<file path="src/rtl/tol_pkg.sv">
package tol_pkg;
   // clock and processing cycle
   localparam int unsigned CLK_HZ = 50_000_000;
   localparam int unsigned PROG_CYCLE_US = 5000;
   localparam int unsigned PROG_CYCLE_CLKS = (CLK_HZ / 1_000_000) * PROG_CYCLE_US;
   // trip delay: one step per processing cycle, 0.000 .. 3600.000 s
   localparam int unsigned TRIP_DELAY_STEP_US = 5000;
   localparam int unsigned TRIP_DELAY_MAX_S = 3600;
   localparam logic [19:0] TRIP_DELAY_MAX =
      20'((TRIP_DELAY_MAX_S * 1000) / (TRIP_DELAY_STEP_US / 1000));
   // register byte offsets
   localparam logic [7:0] OFS_CTRL = 8'h00;
   localparam logic [7:0] OFS_ALARM1_LEVEL = 8'h04;
   localparam logic [7:0] OFS_ALARM2_LEVEL = 8'h08;
   localparam logic [7:0] OFS_INHIBIT_LEVEL = 8'h0C;
   localparam logic [7:0] OFS_TRIP_LEVEL = 8'h10;
   localparam logic [7:0] OFS_TRIP_DELAY = 8'h14;
   localparam logic [7:0] OFS_STATUS = 8'h18;
   // control bits
   localparam int CTRL_ALARM1_EN = 0;
   localparam int CTRL_ALARM2_EN = 1;
   localparam int CTRL_INHIBIT_EN = 2;
   localparam int CTRL_W = 3;
   // levels in 0.1 % units, 0.0 .. 150.0 %
   localparam int LEVEL_W = 12;
   localparam logic [11:0] LEVEL_MAX = 12'h5DC;
   localparam logic [11:0] ALARM1_LEVEL_RST = 12'h190;
   localparam logic [11:0] ALARM2_LEVEL_RST = 12'h190;
   localparam logic [11:0] INHIBIT_LEVEL_RST = 12'h320;
   localparam logic [11:0] TRIP_LEVEL_RST = 12'h3E8;
   localparam logic [19:0] TRIP_DELAY_RST = 20'h00000;
   // current in 0.001 x rated units
   localparam logic [15:0] CUR_LIGHT_LIMIT = 16'h000A;
   localparam logic [15:0] CUR_HIGH_LIMIT = 16'h07D0;
   // factors in 8.8 fixed point
   localparam logic [15:0] FACTOR_ONE = 16'h0100;
   // status field positions
   localparam int ST_ALARM1 = 0;
   localparam int ST_ALARM2 = 1;
   localparam int ST_INHIBIT = 2;
   localparam int ST_TRIP = 3;
   localparam int ST_START = 4;
   localparam int ST_BLOCKED = 5;
   localparam int ST_COND_LSB = 8;
   localparam int ST_MOTOR_LSB = 12;
   localparam int ST_FAULT_LSB = 16;

   typedef enum logic [2:0] {
      COND_NORMAL = 3'b000,
      COND_ALARM1 = 3'b001,
      COND_ALARM2 = 3'b010,
      COND_INHIBIT = 3'b011,
      COND_TRIP = 3'b100,
      COND_BLOCKED = 3'b101
   } tol_cond_type;

   typedef enum logic [1:0] {
      MOTOR_LIGHT = 2'b00,
      MOTOR_NORMAL = 2'b01,
      MOTOR_OVERLOAD = 2'b10,
      MOTOR_HIGH_OVERLOAD = 2'b11
   } tol_motor_type;
endpackage

</file>
<file path="src/rtl/tol_thermal_overload_stage.sv">
// Decided for this implementation: the register offsets and register access over AHB-Lite.
module tol_thermal_overload_stage
   import tol_pkg::*;
#(
   parameter int unsigned PROG_CYCLE_CLKS_P = PROG_CYCLE_CLKS
) (
   // clock and reset
   input wire logic clk_sys,
   input wire logic reset,
   // ahb-lite slave
   input wire logic hsel,
   input wire logic [31:0] haddr,
   input wire logic [1:0] htrans,
   input wire logic hwrite,
   input wire logic [2:0] hsize,
   input wire logic [31:0] hwdata,
   input wire logic hready,
   output logic hreadyout,
   output logic hresp,
   output logic [31:0] hrdata,
   // thermal image and measurement
   input wire logic [11:0] thermal_capacity,
   input wire logic [15:0] meas_current,
   input wire logic [15:0] pickup_current,
   input wire logic block_in,
   // setting checks and raw factors
   input wire logic [15:0] service_factor_raw,
   input wire logic service_factor_valid,
   input wire logic [15:0] ambient_k_raw,
   input wire logic ambient_valid,
   input wire logic [15:0] rated_current_raw,
   input wire logic rated_current_valid,
   input wire logic ambient_k_consistent,
   // stage outputs
   output logic alarm1,
   output logic alarm2,
   output logic restart_inhibit,
   output logic trip,
   output logic start,
   output logic blocked,
   output tol_cond_type operating_condition_code,
   output tol_motor_type motor_status,
   output logic [15:0] service_factor,
   output logic [15:0] ambient_k_used,
   output logic [15:0] rated_current_used,
   output logic [3:0] setting_fault_flag
);

   logic [CTRL_W-1:0] ctrl_ff;
   logic [11:0] alarm1_level_ff, alarm2_level_ff, inhibit_level_ff, trip_level_ff;
   logic [19:0] trip_delay_ff;
   logic [17:0] cyc_cnt_ff;
   logic tick;
   logic blk_smp_ff;
   logic start_ff, blocked_ff, trip_ff;
   logic [19:0] delay_cnt_ff;
   logic alarm1_ff, alarm2_ff, inhibit_ff;
   tol_cond_type cond_ff, nxt_cond;
   tol_motor_type motor_ff, nxt_motor;
   logic [15:0] sf_ff, amb_ff, rated_ff;
   logic [3:0] fault_ff;
   logic ph_wr_ff, ph_rd_ff;
   logic [7:0] ph_addr_ff;
   logic [31:0] rdata_ff, nxt_rdata, status_word;
   logic pickup;
   logic [19:0] nxt_delay_cnt;

   // ---------------- processing cycle ----------------
   assign tick = (cyc_cnt_ff == 18'(PROG_CYCLE_CLKS_P - 1));

   always_ff @(posedge clk_sys) begin
      if (reset || tick) begin
         cyc_cnt_ff <= 18'h00000;
      end else begin
         cyc_cnt_ff <= cyc_cnt_ff + 18'h00001;
      end
   end

   // block level held for the whole cycle in blk_smp_ff; the decisions below read block_in at the tick instead
   always_ff @(posedge clk_sys) begin
      if (reset) begin
         blk_smp_ff <= 1'b0;
      end else if (tick) begin
         blk_smp_ff <= block_in;
      end
   end

   // ---------------- level comparators ----------------
   always_ff @(posedge clk_sys) begin
      if (reset) begin
         alarm1_ff <= 1'b0;
         alarm2_ff <= 1'b0;
         inhibit_ff <= 1'b0;
      end else begin
         alarm1_ff <= ctrl_ff[CTRL_ALARM1_EN] && (thermal_capacity >= alarm1_level_ff);
         alarm2_ff <= ctrl_ff[CTRL_ALARM2_EN] && (thermal_capacity >= alarm2_level_ff);
         inhibit_ff <= ctrl_ff[CTRL_INHIBIT_EN] && (thermal_capacity >= inhibit_level_ff);
      end
   end

   // ---------------- trip pick-up, blocking, delay ----------------
   assign pickup = (thermal_capacity >= trip_level_ff);
   assign nxt_delay_cnt = (delay_cnt_ff < TRIP_DELAY_MAX) ? delay_cnt_ff + 20'h00001
                                                          : delay_cnt_ff;

   // decisions run once per processing cycle, using block_in as it stands at the tick;
   // a block that lands inside the last cycle of the delay is seen at the tick that ends it, in time to stop the trip
   always_ff @(posedge clk_sys) begin
      if (reset) begin
         start_ff <= 1'b0;
         blocked_ff <= 1'b0;
         trip_ff <= 1'b0;
         delay_cnt_ff <= 20'h00000;
      end else if (tick) begin
         if (!pickup) begin
            start_ff <= 1'b0;
            blocked_ff <= 1'b0;
            trip_ff <= 1'b0;
            delay_cnt_ff <= 20'h00000;
         end else if (block_in) begin
            start_ff <= 1'b0;
            blocked_ff <= 1'b1;
            trip_ff <= 1'b0;
            delay_cnt_ff <= 20'h00000;
         end else begin
            start_ff <= 1'b1;
            blocked_ff <= 1'b0;
            delay_cnt_ff <= start_ff ? nxt_delay_cnt : 20'h00000;
            trip_ff <= start_ff ? (nxt_delay_cnt >= trip_delay_ff)
                                : (trip_delay_ff == 20'h00000);
         end
      end
   end

   // ---------------- condition code and motor status ----------------
   always_comb begin
      if (trip_ff) begin
         nxt_cond = COND_TRIP;
      end else if (blocked_ff) begin
         nxt_cond = COND_BLOCKED;
      end else if (inhibit_ff) begin
         nxt_cond = COND_INHIBIT;
      end else if (alarm2_ff) begin
         nxt_cond = COND_ALARM2;
      end else if (alarm1_ff) begin
         nxt_cond = COND_ALARM1;
      end else begin
         nxt_cond = COND_NORMAL;
      end
   end

   always_comb begin
      if (meas_current < CUR_LIGHT_LIMIT) begin
         nxt_motor = MOTOR_LIGHT;
      end else if (meas_current > CUR_HIGH_LIMIT) begin
         nxt_motor = MOTOR_HIGH_OVERLOAD;
      end else if (meas_current > pickup_current) begin
         nxt_motor = MOTOR_OVERLOAD;
      end else begin
         nxt_motor = MOTOR_NORMAL;
      end
   end

   always_ff @(posedge clk_sys) begin
      if (reset) begin
         cond_ff <= COND_NORMAL;
         motor_ff <= MOTOR_LIGHT;
      end else begin
         cond_ff <= nxt_cond;
         motor_ff <= nxt_motor;
      end
   end

   // ---------------- setting faults ----------------
   // flags track the checks live, so they vanish as soon as the setting is fixed
   always_ff @(posedge clk_sys) begin
      if (reset) begin
         sf_ff <= FACTOR_ONE;
         amb_ff <= FACTOR_ONE;
         rated_ff <= FACTOR_ONE;
         fault_ff <= 4'h0;
      end else begin
         sf_ff <= service_factor_valid ? service_factor_raw : FACTOR_ONE;
         amb_ff <= ambient_valid ? ambient_k_raw : FACTOR_ONE;
         rated_ff <= rated_current_valid ? rated_current_raw : FACTOR_ONE;
         fault_ff <= {!ambient_k_consistent, !rated_current_valid, !ambient_valid,
                      !service_factor_valid};
      end
   end

   // ---------------- ahb-lite slave ----------------
   // zero wait states: read data is prepared at the address edge
   always_ff @(posedge clk_sys) begin
      if (reset) begin
         ph_wr_ff <= 1'b0;
         ph_rd_ff <= 1'b0;
         ph_addr_ff <= 8'h00;
      end else if (hready) begin
         ph_wr_ff <= hsel && htrans[1] && hwrite;
         ph_rd_ff <= hsel && htrans[1] && !hwrite;
         ph_addr_ff <= haddr[7:0];
      end
   end

   always_ff @(posedge clk_sys) begin
      if (reset) begin
         ctrl_ff <= 3'b000;
         alarm1_level_ff <= ALARM1_LEVEL_RST;
         alarm2_level_ff <= ALARM2_LEVEL_RST;
         inhibit_level_ff <= INHIBIT_LEVEL_RST;
         trip_level_ff <= TRIP_LEVEL_RST;
         trip_delay_ff <= TRIP_DELAY_RST;
      end else if (ph_wr_ff) begin
         unique case (ph_addr_ff)
            OFS_CTRL: begin
               ctrl_ff <= hwdata[CTRL_W-1:0];
            end
            OFS_ALARM1_LEVEL: begin
               alarm1_level_ff <= (hwdata[11:0] > LEVEL_MAX) ? LEVEL_MAX : hwdata[11:0];
            end
            OFS_ALARM2_LEVEL: begin
               alarm2_level_ff <= (hwdata[11:0] > LEVEL_MAX) ? LEVEL_MAX : hwdata[11:0];
            end
            OFS_INHIBIT_LEVEL: begin
               inhibit_level_ff <= (hwdata[11:0] > LEVEL_MAX) ? LEVEL_MAX : hwdata[11:0];
            end
            OFS_TRIP_LEVEL: begin
               trip_level_ff <= (hwdata[11:0] > LEVEL_MAX) ? LEVEL_MAX : hwdata[11:0];
            end
            OFS_TRIP_DELAY: begin
               trip_delay_ff <= (hwdata[19:0] > TRIP_DELAY_MAX) ? TRIP_DELAY_MAX
                                                                : hwdata[19:0];
            end
            default: begin
            end
         endcase
      end
   end

   always_comb begin
      status_word = 32'h00000000;
      status_word[ST_ALARM1] = alarm1_ff;
      status_word[ST_ALARM2] = alarm2_ff;
      status_word[ST_INHIBIT] = inhibit_ff;
      status_word[ST_TRIP] = trip_ff;
      status_word[ST_START] = start_ff;
      status_word[ST_BLOCKED] = blocked_ff;
      status_word[ST_COND_LSB +: 3] = cond_ff;
      status_word[ST_MOTOR_LSB +: 2] = motor_ff;
      status_word[ST_FAULT_LSB +: 4] = fault_ff;
   end

   always_comb begin
      nxt_rdata = 32'h00000000;
      unique case (haddr[7:0])
         OFS_CTRL: nxt_rdata = {29'h00000000, ctrl_ff};
         OFS_ALARM1_LEVEL: nxt_rdata = {20'h00000, alarm1_level_ff};
         OFS_ALARM2_LEVEL: nxt_rdata = {20'h00000, alarm2_level_ff};
         OFS_INHIBIT_LEVEL: nxt_rdata = {20'h00000, inhibit_level_ff};
         OFS_TRIP_LEVEL: nxt_rdata = {20'h00000, trip_level_ff};
         OFS_TRIP_DELAY: nxt_rdata = {12'h000, trip_delay_ff};
         OFS_STATUS: nxt_rdata = status_word;
         default: nxt_rdata = 32'h00000000;
      endcase
   end

   always_ff @(posedge clk_sys) begin
      if (reset) begin
         rdata_ff <= 32'h00000000;
      end else if (hready && hsel && htrans[1] && !hwrite) begin
         rdata_ff <= nxt_rdata;
      end
   end

   assign hreadyout = 1'b1;
   assign hresp = 1'b0;
   assign hrdata = ph_rd_ff ? rdata_ff : 32'h00000000;

   // ---------------- outputs ----------------
   assign alarm1 = alarm1_ff;
   assign alarm2 = alarm2_ff;
   assign restart_inhibit = inhibit_ff;
   assign trip = trip_ff;
   assign start = start_ff;
   assign blocked = blocked_ff;
   assign operating_condition_code = cond_ff;
   assign motor_status = motor_ff;
   assign service_factor = sf_ff;
   assign ambient_k_used = amb_ff;
   assign rated_current_used = rated_ff;
   assign setting_fault_flag = fault_ff;

   // ---------------- assertions ----------------
   a_alarm1_disabled: assert property (@(posedge clk_sys) disable iff (reset)
      !ctrl_ff[CTRL_ALARM1_EN] |=> !alarm1_ff)
      else $error("first alarm asserted while disabled");

   a_alarm1_level_hit: assert property (@(posedge clk_sys) disable iff (reset)
      (ctrl_ff[CTRL_ALARM1_EN] && thermal_capacity >= alarm1_level_ff) |=> alarm1_ff)
      else $error("first alarm missed its level");

   a_alarm2_level_drop: assert property (@(posedge clk_sys) disable iff (reset)
      (thermal_capacity < alarm2_level_ff) |=> !alarm2_ff)
      else $error("second alarm held below its level");

   a_inhibit_level_hit: assert property (@(posedge clk_sys) disable iff (reset)
      (ctrl_ff[CTRL_INHIBIT_EN] && thermal_capacity >= inhibit_level_ff) |=> inhibit_ff)
      else $error("restart inhibit missed its level");

   a_trip_needs_start: assert property (@(posedge clk_sys) disable iff (reset)
      trip_ff |-> start_ff && (delay_cnt_ff >= trip_delay_ff || trip_delay_ff == 20'h00000))
      else $error("trip without elapsed delay");

   a_block_sample_hold: assert property (@(posedge clk_sys) disable iff (reset)
      !tick |=> $stable(blk_smp_ff))
      else $error("block sample changed mid cycle");

   a_block_clears_start: assert property (@(posedge clk_sys) disable iff (reset)
      (tick && block_in) |=> !start_ff && !trip_ff && delay_cnt_ff == 20'h00000)
      else $error("start survived an active block");

   a_blocked_no_start: assert property (@(posedge clk_sys) disable iff (reset)
      blocked_ff |-> !start_ff)
      else $error("blocked and start together");

   a_normal_no_outputs: assert property (@(posedge clk_sys) disable iff (reset)
      (cond_ff == COND_NORMAL) |-> $past(!alarm1_ff && !alarm2_ff && !inhibit_ff && !trip_ff))
      else $error("normal code with an output active");

   a_light_load_status: assert property (@(posedge clk_sys) disable iff (reset)
      (meas_current < CUR_LIGHT_LIMIT) |=> motor_ff == MOTOR_LIGHT)
      else $error("light load not reported");

   a_sf_override_one: assert property (@(posedge clk_sys) disable iff (reset)
      !service_factor_valid |=> fault_ff[0] && sf_ff == FACTOR_ONE)
      else $error("service factor not forced to one");

endmodule

</file>
<file path="config.mk">
export PLATFORM = sky130hd
export DESIGN_NAME = tol_thermal_overload_stage
export DESIGN_NICKNAME = d
export VERILOG_FILES = /design/src/rtl/tol_pkg.sv /design/src/rtl/tol_thermal_overload_stage.sv
export SDC_FILE = /design/constraint.sdc
export NUM_CORES = 1
export LEC_CHECK = 0
export ABC_AREA = 0
export BUFFER_PORTS_ARGS = -buffer_cell sky130_fd_sc_hd__buf_2
export CAP_MARGIN = 20
export CELL_PAD_IN_SITES_DETAIL_PLACEMENT = 1
export CELL_PAD_IN_SITES_GLOBAL_PLACEMENT = 2
export CORE_MARGIN = 2
export CORE_UTILIZATION = 31
export CTS_CLUSTER_SIZE = 12
export DETAILED_ROUTE_END_ITERATION = 8
export PLACE_DENSITY = 0.9
export SLEW_MARGIN = 0
export SYNTH_ARGS = -nofsm -noshare
export SYNTH_HDL_FRONTEND = slang
export SYNTH_SLANG_ARGS = --single-unit
</file>
<file path="constraint.sdc">
create_clock -name clk_sys -period 3.8 [get_ports clk_sys]
set_input_delay 0.76 -clock clk_sys [delete_from_list [all_inputs] [get_ports clk_sys]]
set_output_delay 0.76 -clock clk_sys [all_outputs]
set_load 0.01 [all_outputs]
</file>
## Yosys cells after proc, flatten, opt, wreduce, memory -nomap -nowiden

Index checks and enable logic that the tools add are counted.

| operators by class | value |
|---|---|
| add/subtract/negate cells | 2 |
| $lt $le $gt $ge | 11 |
| bitwise operators | 3 |
| $mul | 0 |
| shifts and indexed selects | 0 |
| mux-type cells | 22 |
| reductions and logical operators | 30 |
| equal/unequal tests | 12 |
| div/mod/pow operators | 0 |

Operators with widths:

| kind | count |
|---|---|
| 20-bit case mux with 7 select lines | 1 |
| 20-bit 2-to-1 mux | 5 |
| 12-bit >= comparator | 4 |
| 8-bit by 5-bit == test with 1-bit output (second input constant) | 5 |
| 8-bit by 4-bit == test with 1-bit output (second input constant) | 4 |
| 32-bit 2-to-1 mux | 1 |
| 20-bit by 1-bit adder with 20-bit output (second input constant) | 1 |
| 20-bit >= comparator | 1 |
| 20-bit greater-than comparator (second input constant) | 1 |
| 20-bit logical NOT | 1 |
| 20-bit less-than comparator (second input constant) | 1 |
| 18-bit by 1-bit adder with 18-bit output (second input constant) | 1 |
| 18-bit == test (second input constant) | 1 |
| 8-bit by 3-bit == test with 1-bit output (second input constant) | 2 |
| 16-bit by 11-bit greater-than comparator with 1-bit output (second input constant) | 1 |
| 16-bit greater-than comparator | 1 |
| 8-bit logical NOT | 2 |
| 16-bit by 4-bit less-than comparator with 1-bit output (second input constant) | 1 |
| 12-bit by 11-bit greater-than comparator with 1-bit output (second input constant) | 1 |
| 12-bit 2-to-1 mux | 1 |
| 2-bit AND reduction | 6 |
| 2-bit OR reduction | 5 |
| 1-bit logical AND | 9 |
| 1-bit 2-to-1 mux | 8 |
| 6 further kinds | 16 |

| word-level totals | value |
|---|---|
| memory bits (writable) | 0 |
| memories kept | 0 |
| bits in read-only memories | 0 |
| register bits after elaboration | 214 |
| latch bits | 0 |
| input bits | 171 |
| output and inout port bits | 97 |

## Logic depth before layout (Yosys ltp)

Gate-level depths: netlist of the first run.

| depth | value |
|---|---|
| depth in word-level cells | 6 |
| mapped depth | 13 |
| depth with buffers taken out | 12 |

## Worst setup path before layout of the first run

Ideal clock, no wire load.

| timing | value |
|---|---|
| path kind | register to register |
| from | reg delay_cnt_ff[10] |
| to | reg trip_ff, in the netlist trip |
| stages on the path, launching flop included | 13 |
| path buffers | 1 |
| period minus slack after synthesis | 2.911 ns |
| arrival | 2.786 ns |
| path slack | 0.889 ns |
| library setup time | 0.125 ns |
| required time | 3.675 ns |
| path through | dfxtp_1 -> buf_2 -> nand4_1 -> o32ai_1 -> nor4_1 -> or2_2 -> ha_1 -> a21o_1 -> a21o_1 -> a21oi_1 -> o21ai_0 -> a211oi_1 -> o21ai_0 |

| on the way | value |
|---|---|
| word-level cells in the longest chain between the ends | 6 |
| elaborated cells on any way between the ends | 7 |

Ends and longest elaborated chain:

| element | line | source |
|---|---|---|
| start: declaration | tol_thermal_overload_stage.sv:56 | `logic [19:0] delay_cnt_ff;` |
| start signal: assignment | tol_thermal_overload_stage.sv:128 | `delay_cnt_ff <= start_ff ? nxt_delay_cnt : 20'h00000;` |
| 20-bit by 1-bit adder with 20-bit output or 20-bit less-than comparator (tied branches) | tol_thermal_overload_stage.sv:103 | `assign nxt_delay_cnt = (delay_cnt_ff < TRIP_DELAY_MAX) ? delay_cnt_ff + 20'h00001` |
| 20-bit 2-to-1 mux * | tol_thermal_overload_stage.sv:103 |  |
| 20-bit >= comparator * | tol_thermal_overload_stage.sv:129 | `trip_ff <= start_ff ? (nxt_delay_cnt >= trip_delay_ff)` |
| 1-bit 2-to-1 mux * | tol_thermal_overload_stage.sv:129 |  |
| 1-bit 2-to-1 mux * | tol_thermal_overload_stage.sv:120 | `end else if (block_in) begin` |
| 1-bit 2-to-1 mux * | tol_thermal_overload_stage.sv:115 | `if (!pickup) begin` |
| end signal: assignment | tol_thermal_overload_stage.sv:129 |  |
| end: declaration | tol_thermal_overload_stage.sv:55 | `logic start_ff, blocked_ff, trip_ff;` |

Every way passes the cells marked *; elsewhere a longest branch is shown, timed or not.
A chain may end at the register's enable or synchronous reset.

## Worst setup path after layout of the first run

| timing | value |
|---|---|
| from | reg delay_cnt_ff[8] |
| to | reg trip_ff, in the netlist trip |

The elaborated chain is that of the path after synthesis.

==> impl_metrics.tcl, run 1 <==
set metrics [dict create \
    synth.avg_cell_area_um2 8.40 \
    powerDensity_mw_per_mm2 400 \
    synth.cell_area_mm2 0.0106 \
    outcome "finished clean" \
    period_share_pct 83.8 \
    tightest_slew_ns 1.01 \
    grt_usage_pct 20.2 \
    setup_tns_ns 0 \
    io_buffer_count 213 \
    hpwl_um 28300 \
    max_slew_margin_pct 32.7 \
    die_w_um 189 \
    syn_inst 1262 \
    r2r_start "delay_cnt_ff[8]" \
    drt-total-wl_um 36400 \
    clock_skew_ns 0.0284 \
    die_h_um 189 \
    startpoint_type "flip-flop" \
    r2r_setup_slack_ns 0.62 \
    synth_edf_count 0 \
    hold_path.class "input pin to flip-flop" \
    htree_levels 1 \
    reg2regPathDepth 12 \
    ys_seq_area_share_pct 38.1 \
    endpoint_kind "flip-flop" \
    hp-start "ambient_k_consistent" \
    yosys_register_bits 202 \
    cts_setup_buffers 0 \
    core-area_mm2 0.0336 \
    min_path_cells 2 \
    grt_max_degree 55 \
    power.leakage_nw 5.66 \
    cp_slowest_stage_delay_ns 0.47 \
    grt_pass1_wl_um 57000 \
    viasPerCell 5.24 \
    drtIter0Drc 533 \
    crit_type "flip-flop to flip-flop" \
    wl_per_cell_um 18.9 \
    dieArea_mm2 0.0357 \
    final_common_cell "buf_2" \
    clk_pin_slew_ns 0.06 \
    first_pass_iters 4 \
    crit_slowest_cell "o311ai_0" \
    period_minus_slack_ns 3.18 \
    timing.fmax_mhz 314 \
    drv_slew 0 \
    cp_max_fo 8 \
    grt_pass1_vias 10300 \
    gp_congestion 0.850 \
    design.final.nets 1716 \
    cts_buffers 25 \
    synthFlopType "dfxtp_1" \
    final_cell_mix "buf_2, dfxtp_1, nor2_1" \
    synth.distinct_cells 68 \
    max-vdd-ir-drop_mv 0.321 \
    ant_nets 0 \
    drive_gt1_share_pct 20.2 \
    root_buffer "clkbuf_16" \
    rows 67 \
    holdPathEnd "setting_fault_flag[3]" \
    antenna_found_initial 6 \
    vias 10102 \
    hold_viol 0 \
    maxCapViolCount 0 \
    ys_async_sr_fraction_pct 0 \
    startpoint "delay_cnt_ff[8]" \
    ctsResizeCount 0 \
    critical_path.top_delay_family "compound AO/OA/AOI/OAI gates" \
    hold_buffers 0 \
    grt_overflow 0 \
    cts_buffer_depth 3 \
    clkSinkCount 202 \
    syn_to_final_growth_pct 22.3 \
    cp.arrival_ns 3.59 \
    insertion_delay_ns 0.52 \
    crit_buf_inv 1 \
    crit_path_cell_trace "o311ai_0 -> o32ai_1 -> buf_4 -> o31a_1 -> or2_2 -> ha_1 -> a21o_1 -> a21o_1 -> a21oi_1 -> o21ai_0 -> a211oi_1 -> o21ai_0" \
    hold-worst-slack_ns 0.381 \
    pin_count 268 \
    cts_tree "built" \
    ys_warn_count 0 \
    rsz0062_at_grt "false" \
    setup_viol 0 \
    cp.required_ns 4.20 \
    reg2reg_to "trip" \
    drcViolationCount 0 \
    initial_utilization_pct 31.5 \
]
worst reg2reg max path, cell delays in order (launching register included):
cell and delay, ns:
dfxtp_1 0.37, o311ai_0 0.47, o32ai_1 0.14, buf_4 0.18
o31a_1 0.29, or2_2 0.30, ha_1 0.30, a21o_1 0.18
a21o_1 0.17, a21oi_1 0.15, o21ai_0 0.11, a211oi_1 0.28
o21ai_0 0.12
metrics by stage:
step / util (%) / total power, mW / cells / cell area (um2) / setup slack, ns
6_report: 38.6 / 5.19 / 1928 / 13000 / 0.617
5_1_grt: 38.6 / 5.38 / 1926 / 13000 / 0.276
4_1_cts: 38.5 / 5.25 / 1925 / 13000 / 0.617
3_5_place_dp: 35.9 / 2.61 / 1880 / 12100 / 0.652
3_3_place_gp: 35.9 / 2.59 / 1880 / 12100 / 0.756
2_1_floorplan: - / 2.42 / 1274 / 10600 / 0.889
area by class of cell:
cell class | instances | area [um2]
fill | 4031 | 20700
tap | 448 | 561
clock inverter | 13 | 221
multi-input combinational | 907 | 5900
clock buffer | 32 | 682
antenna | 3 | 7.51
timing repair buffer | 231 | 1200
inverter | 92 | 345
sequential | 202 | 4040
report_power, final:
group / total, mW / leakage [nW] / internal [mW] / switching [mW]
Clock: 2.63 / 0.443 / 1.67 / 0.958
Combinational: 0.388 / 3.58 / 0.152 / 0.235
Sequential: 2.17 / 1.64 / 2.15 / 0.0206
Total: 5.19 / 5.66 / 3.98 / 1.21
cells by family (layout without fill, tap and decap cells):
group	after synthesis	count (layout)	share of synthesized area [%]
other	2	17	0.0708
adders and majority gates	86	86	10.1
and+or+nand+nor	509	509	24.6
xor gates and xnor gates	24	24	1.98
muxes	22	22	2.35
AOI/OAI and AO/OA	252	252	16.1
DFF	202	202	38.1
buffers and inverters	165	368	6.67
Yosys cell counts (all sizes together), types with 11 or more instances:
| master | n | area, um2 |
|---|---|---|
| nor2b | 16 | 100 |
| a211oi | 35 | 263 |
| dfxtp | 202 | 4040 |
| and2 | 72 | 450 |
| xnor2 | 19 | 166 |
| nand2 | 98 | 368 |
| nand2b | 16 | 100 |
| o21ai | 51 | 255 |
| nor3 | 40 | 200 |
| a22oi | 17 | 128 |
| nor2 | 129 | 484 |
| nor4 | 18 | 119 |
| nand4 | 21 | 131 |
| clkbuf | 37 | 140 |
| and3 | 23 | 144 |
| inv | 92 | 345 |
| a21oi | 62 | 310 |
| buf | 36 | 221 |
| or2 | 12 | 75.1 |
| mux2i | 20 | 200 |
| a21o | 19 | 143 |
| o2111ai | 11 | 96.3 |
| ha | 86 | 1080 |
| nand3 | 39 | 195 |
layer usage:
metal	up-vias	global-route usage, %	wire length [um]
li1	4800	-	-
met1	4870	26.9	16400
met2	355	32.6	16100
met3	73	3.50	2430
met4	4	7.75	1430
met5	-	0	24
how the worst max path moves through the flow:
stage	endpoint	cells past startpoint
4_1_cts	trip	12
6_report	trip	12
3_3_place_gp	trip	12
2_1_floorplan	trip	12
5_1_grt	trip	11
3_5_place_dp	trip	12
state kept, by name, summed over array words and instances, names as in the netlist, 16 cells and up:
name	flops
ambient_k_used	16
cyc_cnt_ff	18
delay_cnt_ff	20
rated_current_used	16
rdata_ff	20
service_factor	16
trip_delay_ff	20
(Power assumes the default switching activity.)
==> inputs of run 2 (changes only) <==
--- a/config.mk
+++ b/config.mk
@@ -11,10 +11,10 @@
 export CELL_PAD_IN_SITES_DETAIL_PLACEMENT = 1
 export CELL_PAD_IN_SITES_GLOBAL_PLACEMENT = 2
 export CORE_MARGIN = 2
-export CORE_UTILIZATION = 31
+export CORE_UTILIZATION = 28
 export CTS_CLUSTER_SIZE = 12
 export DETAILED_ROUTE_END_ITERATION = 8
-export PLACE_DENSITY = 0.9
+export PLACE_DENSITY = 0.86
 export SLEW_MARGIN = 0
 export SYNTH_ARGS = -nofsm -noshare
 export SYNTH_HDL_FRONTEND = slang
==> constraint.sdc (replaced) <==
create_clock -name clk_sys -period 2.6 [get_ports clk_sys]
set_input_delay 0.52 -clock clk_sys [delete_from_list [all_inputs] [get_ports clk_sys]]
set_output_delay 0.52 -clock clk_sys [all_outputs]
set_load 0.01 [all_outputs]
==> run 2 against run 1 <==
Combinational power is 51% higher. Sequential share of layout area is 1.7 points lower. Critical path type unchanged. Sequential power is 47% higher. Clock power is 37% higher. Clock-buffer cell count is 7 higher. Highest routed layer unchanged. Cell area is 5.9% higher.
==> impl_metrics.tcl, run 2 (synthesis gave the netlist of run 1 again) <==
set metrics [dict create \
    cts_buffer_depth 3 \
    rsz0062_at_grt "true" \
    grt_max_degree 40 \
    place_area_mm2 0.0127 \
    hold-worst-slack_ns 0.134 \
    cp_max_fo 6 \
    hpwl_um 29800 \
    drcViolationCount 0 \
    period_minus_slack_ns 2.56 \
    clkSinkCount 202 \
    grt_overflow 0 \
    wl_per_cell_um 18.5 \
    grt_usage_pct 19.2 \
    gp_congestion 0.835 \
    layout.area.seq_mm2 0.00406 \
    powerDensity_mw_per_mm2 537 \
    cp.arrival_ns 2.99 \
    final_cell_mix "buf_2, dfxtp_1, nor2_1" \
    insertion_delay_ns 0.55 \
    grt_pass1_vias 10710 \
    cp.required_ns 3.04 \
    biggestRegsByFlops "delay_cnt_ff: 20 flops, rdata_ff: 20 flops, trip_delay_ff: 20 flops" \
    outcome "finished clean" \
    vias 10259 \
    maxCapViolCount 0 \
    hold_path.class "input pin to flip-flop" \
    setup_tns_ns 0 \
    startpoint_type "flip-flop" \
    period_share_pct 98.3 \
    grt_pass1_wl_um 59100 \
    max-vdd-ir-drop_mv 0.407 \
    setup_viol 0 \
    antenna_found_initial 4 \
    initial_utilization_pct 28.3 \
    endpoint_kind "flip-flop" \
    dieArea_mm2 0.0394 \
    drive_gt1_share_pct 25.5 \
    rows 71 \
    cts_buffers 25 \
    hold_viol 0 \
    multiInputGateArea_mm2 0.00610 \
    crit_type "flip-flop to flip-flop" \
    io_buffer_count 213 \
    drt-total-wl_um 38100 \
    drtIter0Drc 482 \
    clk_pin_slew_ns 0.06 \
    cts_tree "built" \
    pin_count 268 \
    final_common_cell "buf_2" \
    viasPerCell 4.98 \
    fillers 4579 \
    die_h_um 199 \
    timing.fmax_mhz 391 \
    design.final.nets 1784 \
    die_w_um 199 \
    drv_slew 0 \
    hold_buffers 0 \
    max_slew_margin_pct 42.8 \
    ant_nets 0 \
    fin_area_mm2 0.0137 \
    htree_levels 1 \
    clock_skew_ns 0.0356 \
    syn_to_final_growth_pct 29.5 \
    first_pass_iters 5 \
    root_buffer "clkbuf_16" \
    power.leakage_nw 6.03 \
    tightest_slew_ns 0.856 \
    core-area_mm2 0.0375 \
]
run 2: worst max-delay path: stages (launching register included):
cell      delay [ns]
dfxtp_2         0.33
o311ai_4        0.38
o32ai_4         0.16
o31a_1          0.33
or2_4           0.25
ha_4            0.22
a21o_1          0.17
a21o_1          0.18
a21oi_2         0.14
o21ai_2         0.08
a211oi_2        0.17
o21ai_1         0.07
run 2: area by class of cell:
class	instances	share of cell area, %
multi-input cells	908	44.4
inverters	92	2.52
repair buffers	298	12.6
well taps	511	4.66
clock inverters	7	0.702
diodes	1	0.0182
clock buffers	39	5.52
flip-flops and latches	202	29.5
run 2: path summary, 6_finish.rpt:
kind / from / end / slack (ns) / cells after the start
setup / recovery: delay_cnt_ff[9] / trip / 0.04 / 11
hold / removal: ambient_k_consistent / setting_fault_flag[3] / 0.13 / 2
setup reg to reg: delay_cnt_ff[9] / trip / 0.04 / 11
hold reg to reg: rdata_ff[6] / rdata_ff[6] / 0.45 / 2
run 2: report_power, final:
part           leakage, nW  internal, mW  total, mW  switching, mW
registers             1.64          3.14       3.18         0.0325
clock network        0.422          2.20       3.60           1.40
logic                 3.96         0.236      0.586          0.349
total                 6.03          5.58       7.37           1.78
run 2: metal layers:
| layer | GRT usage (%) | vias to the layer above | routed length, um |
|---|---|---|---|
| li1 | - | 4944 | - |
| met2 | 32.1 | 299 | 17500 |
| met4 | 5.61 | 4 | 1040 |
| met5 | 0 | - | 27 |
| met3 | 4.12 | 65 | 2390 |
| met1 | 24.9 | 4947 | 17200 |
run 2: timing repair:
action	4_1_cts	5_1_grt
buffers inserted	1	2
resized for setup	9	25
pin swaps	10	15
cloned	1	0
endpoints found under the setup margin	1	1
run 2: stage by stage:
stage	total power [mW]	cells	utilization (%)	setup slack, ns
floorplan	3.53	1274	-	0.00678
CTS	7.47	2055	36.3	0.00352
detailed placement	3.83	2007	33.9	-0.0998
finish	7.37	2058	36.6	0.0440
global placement	3.81	2007	33.9	-0.0856
global route	7.65	2057	36.6	-0.162
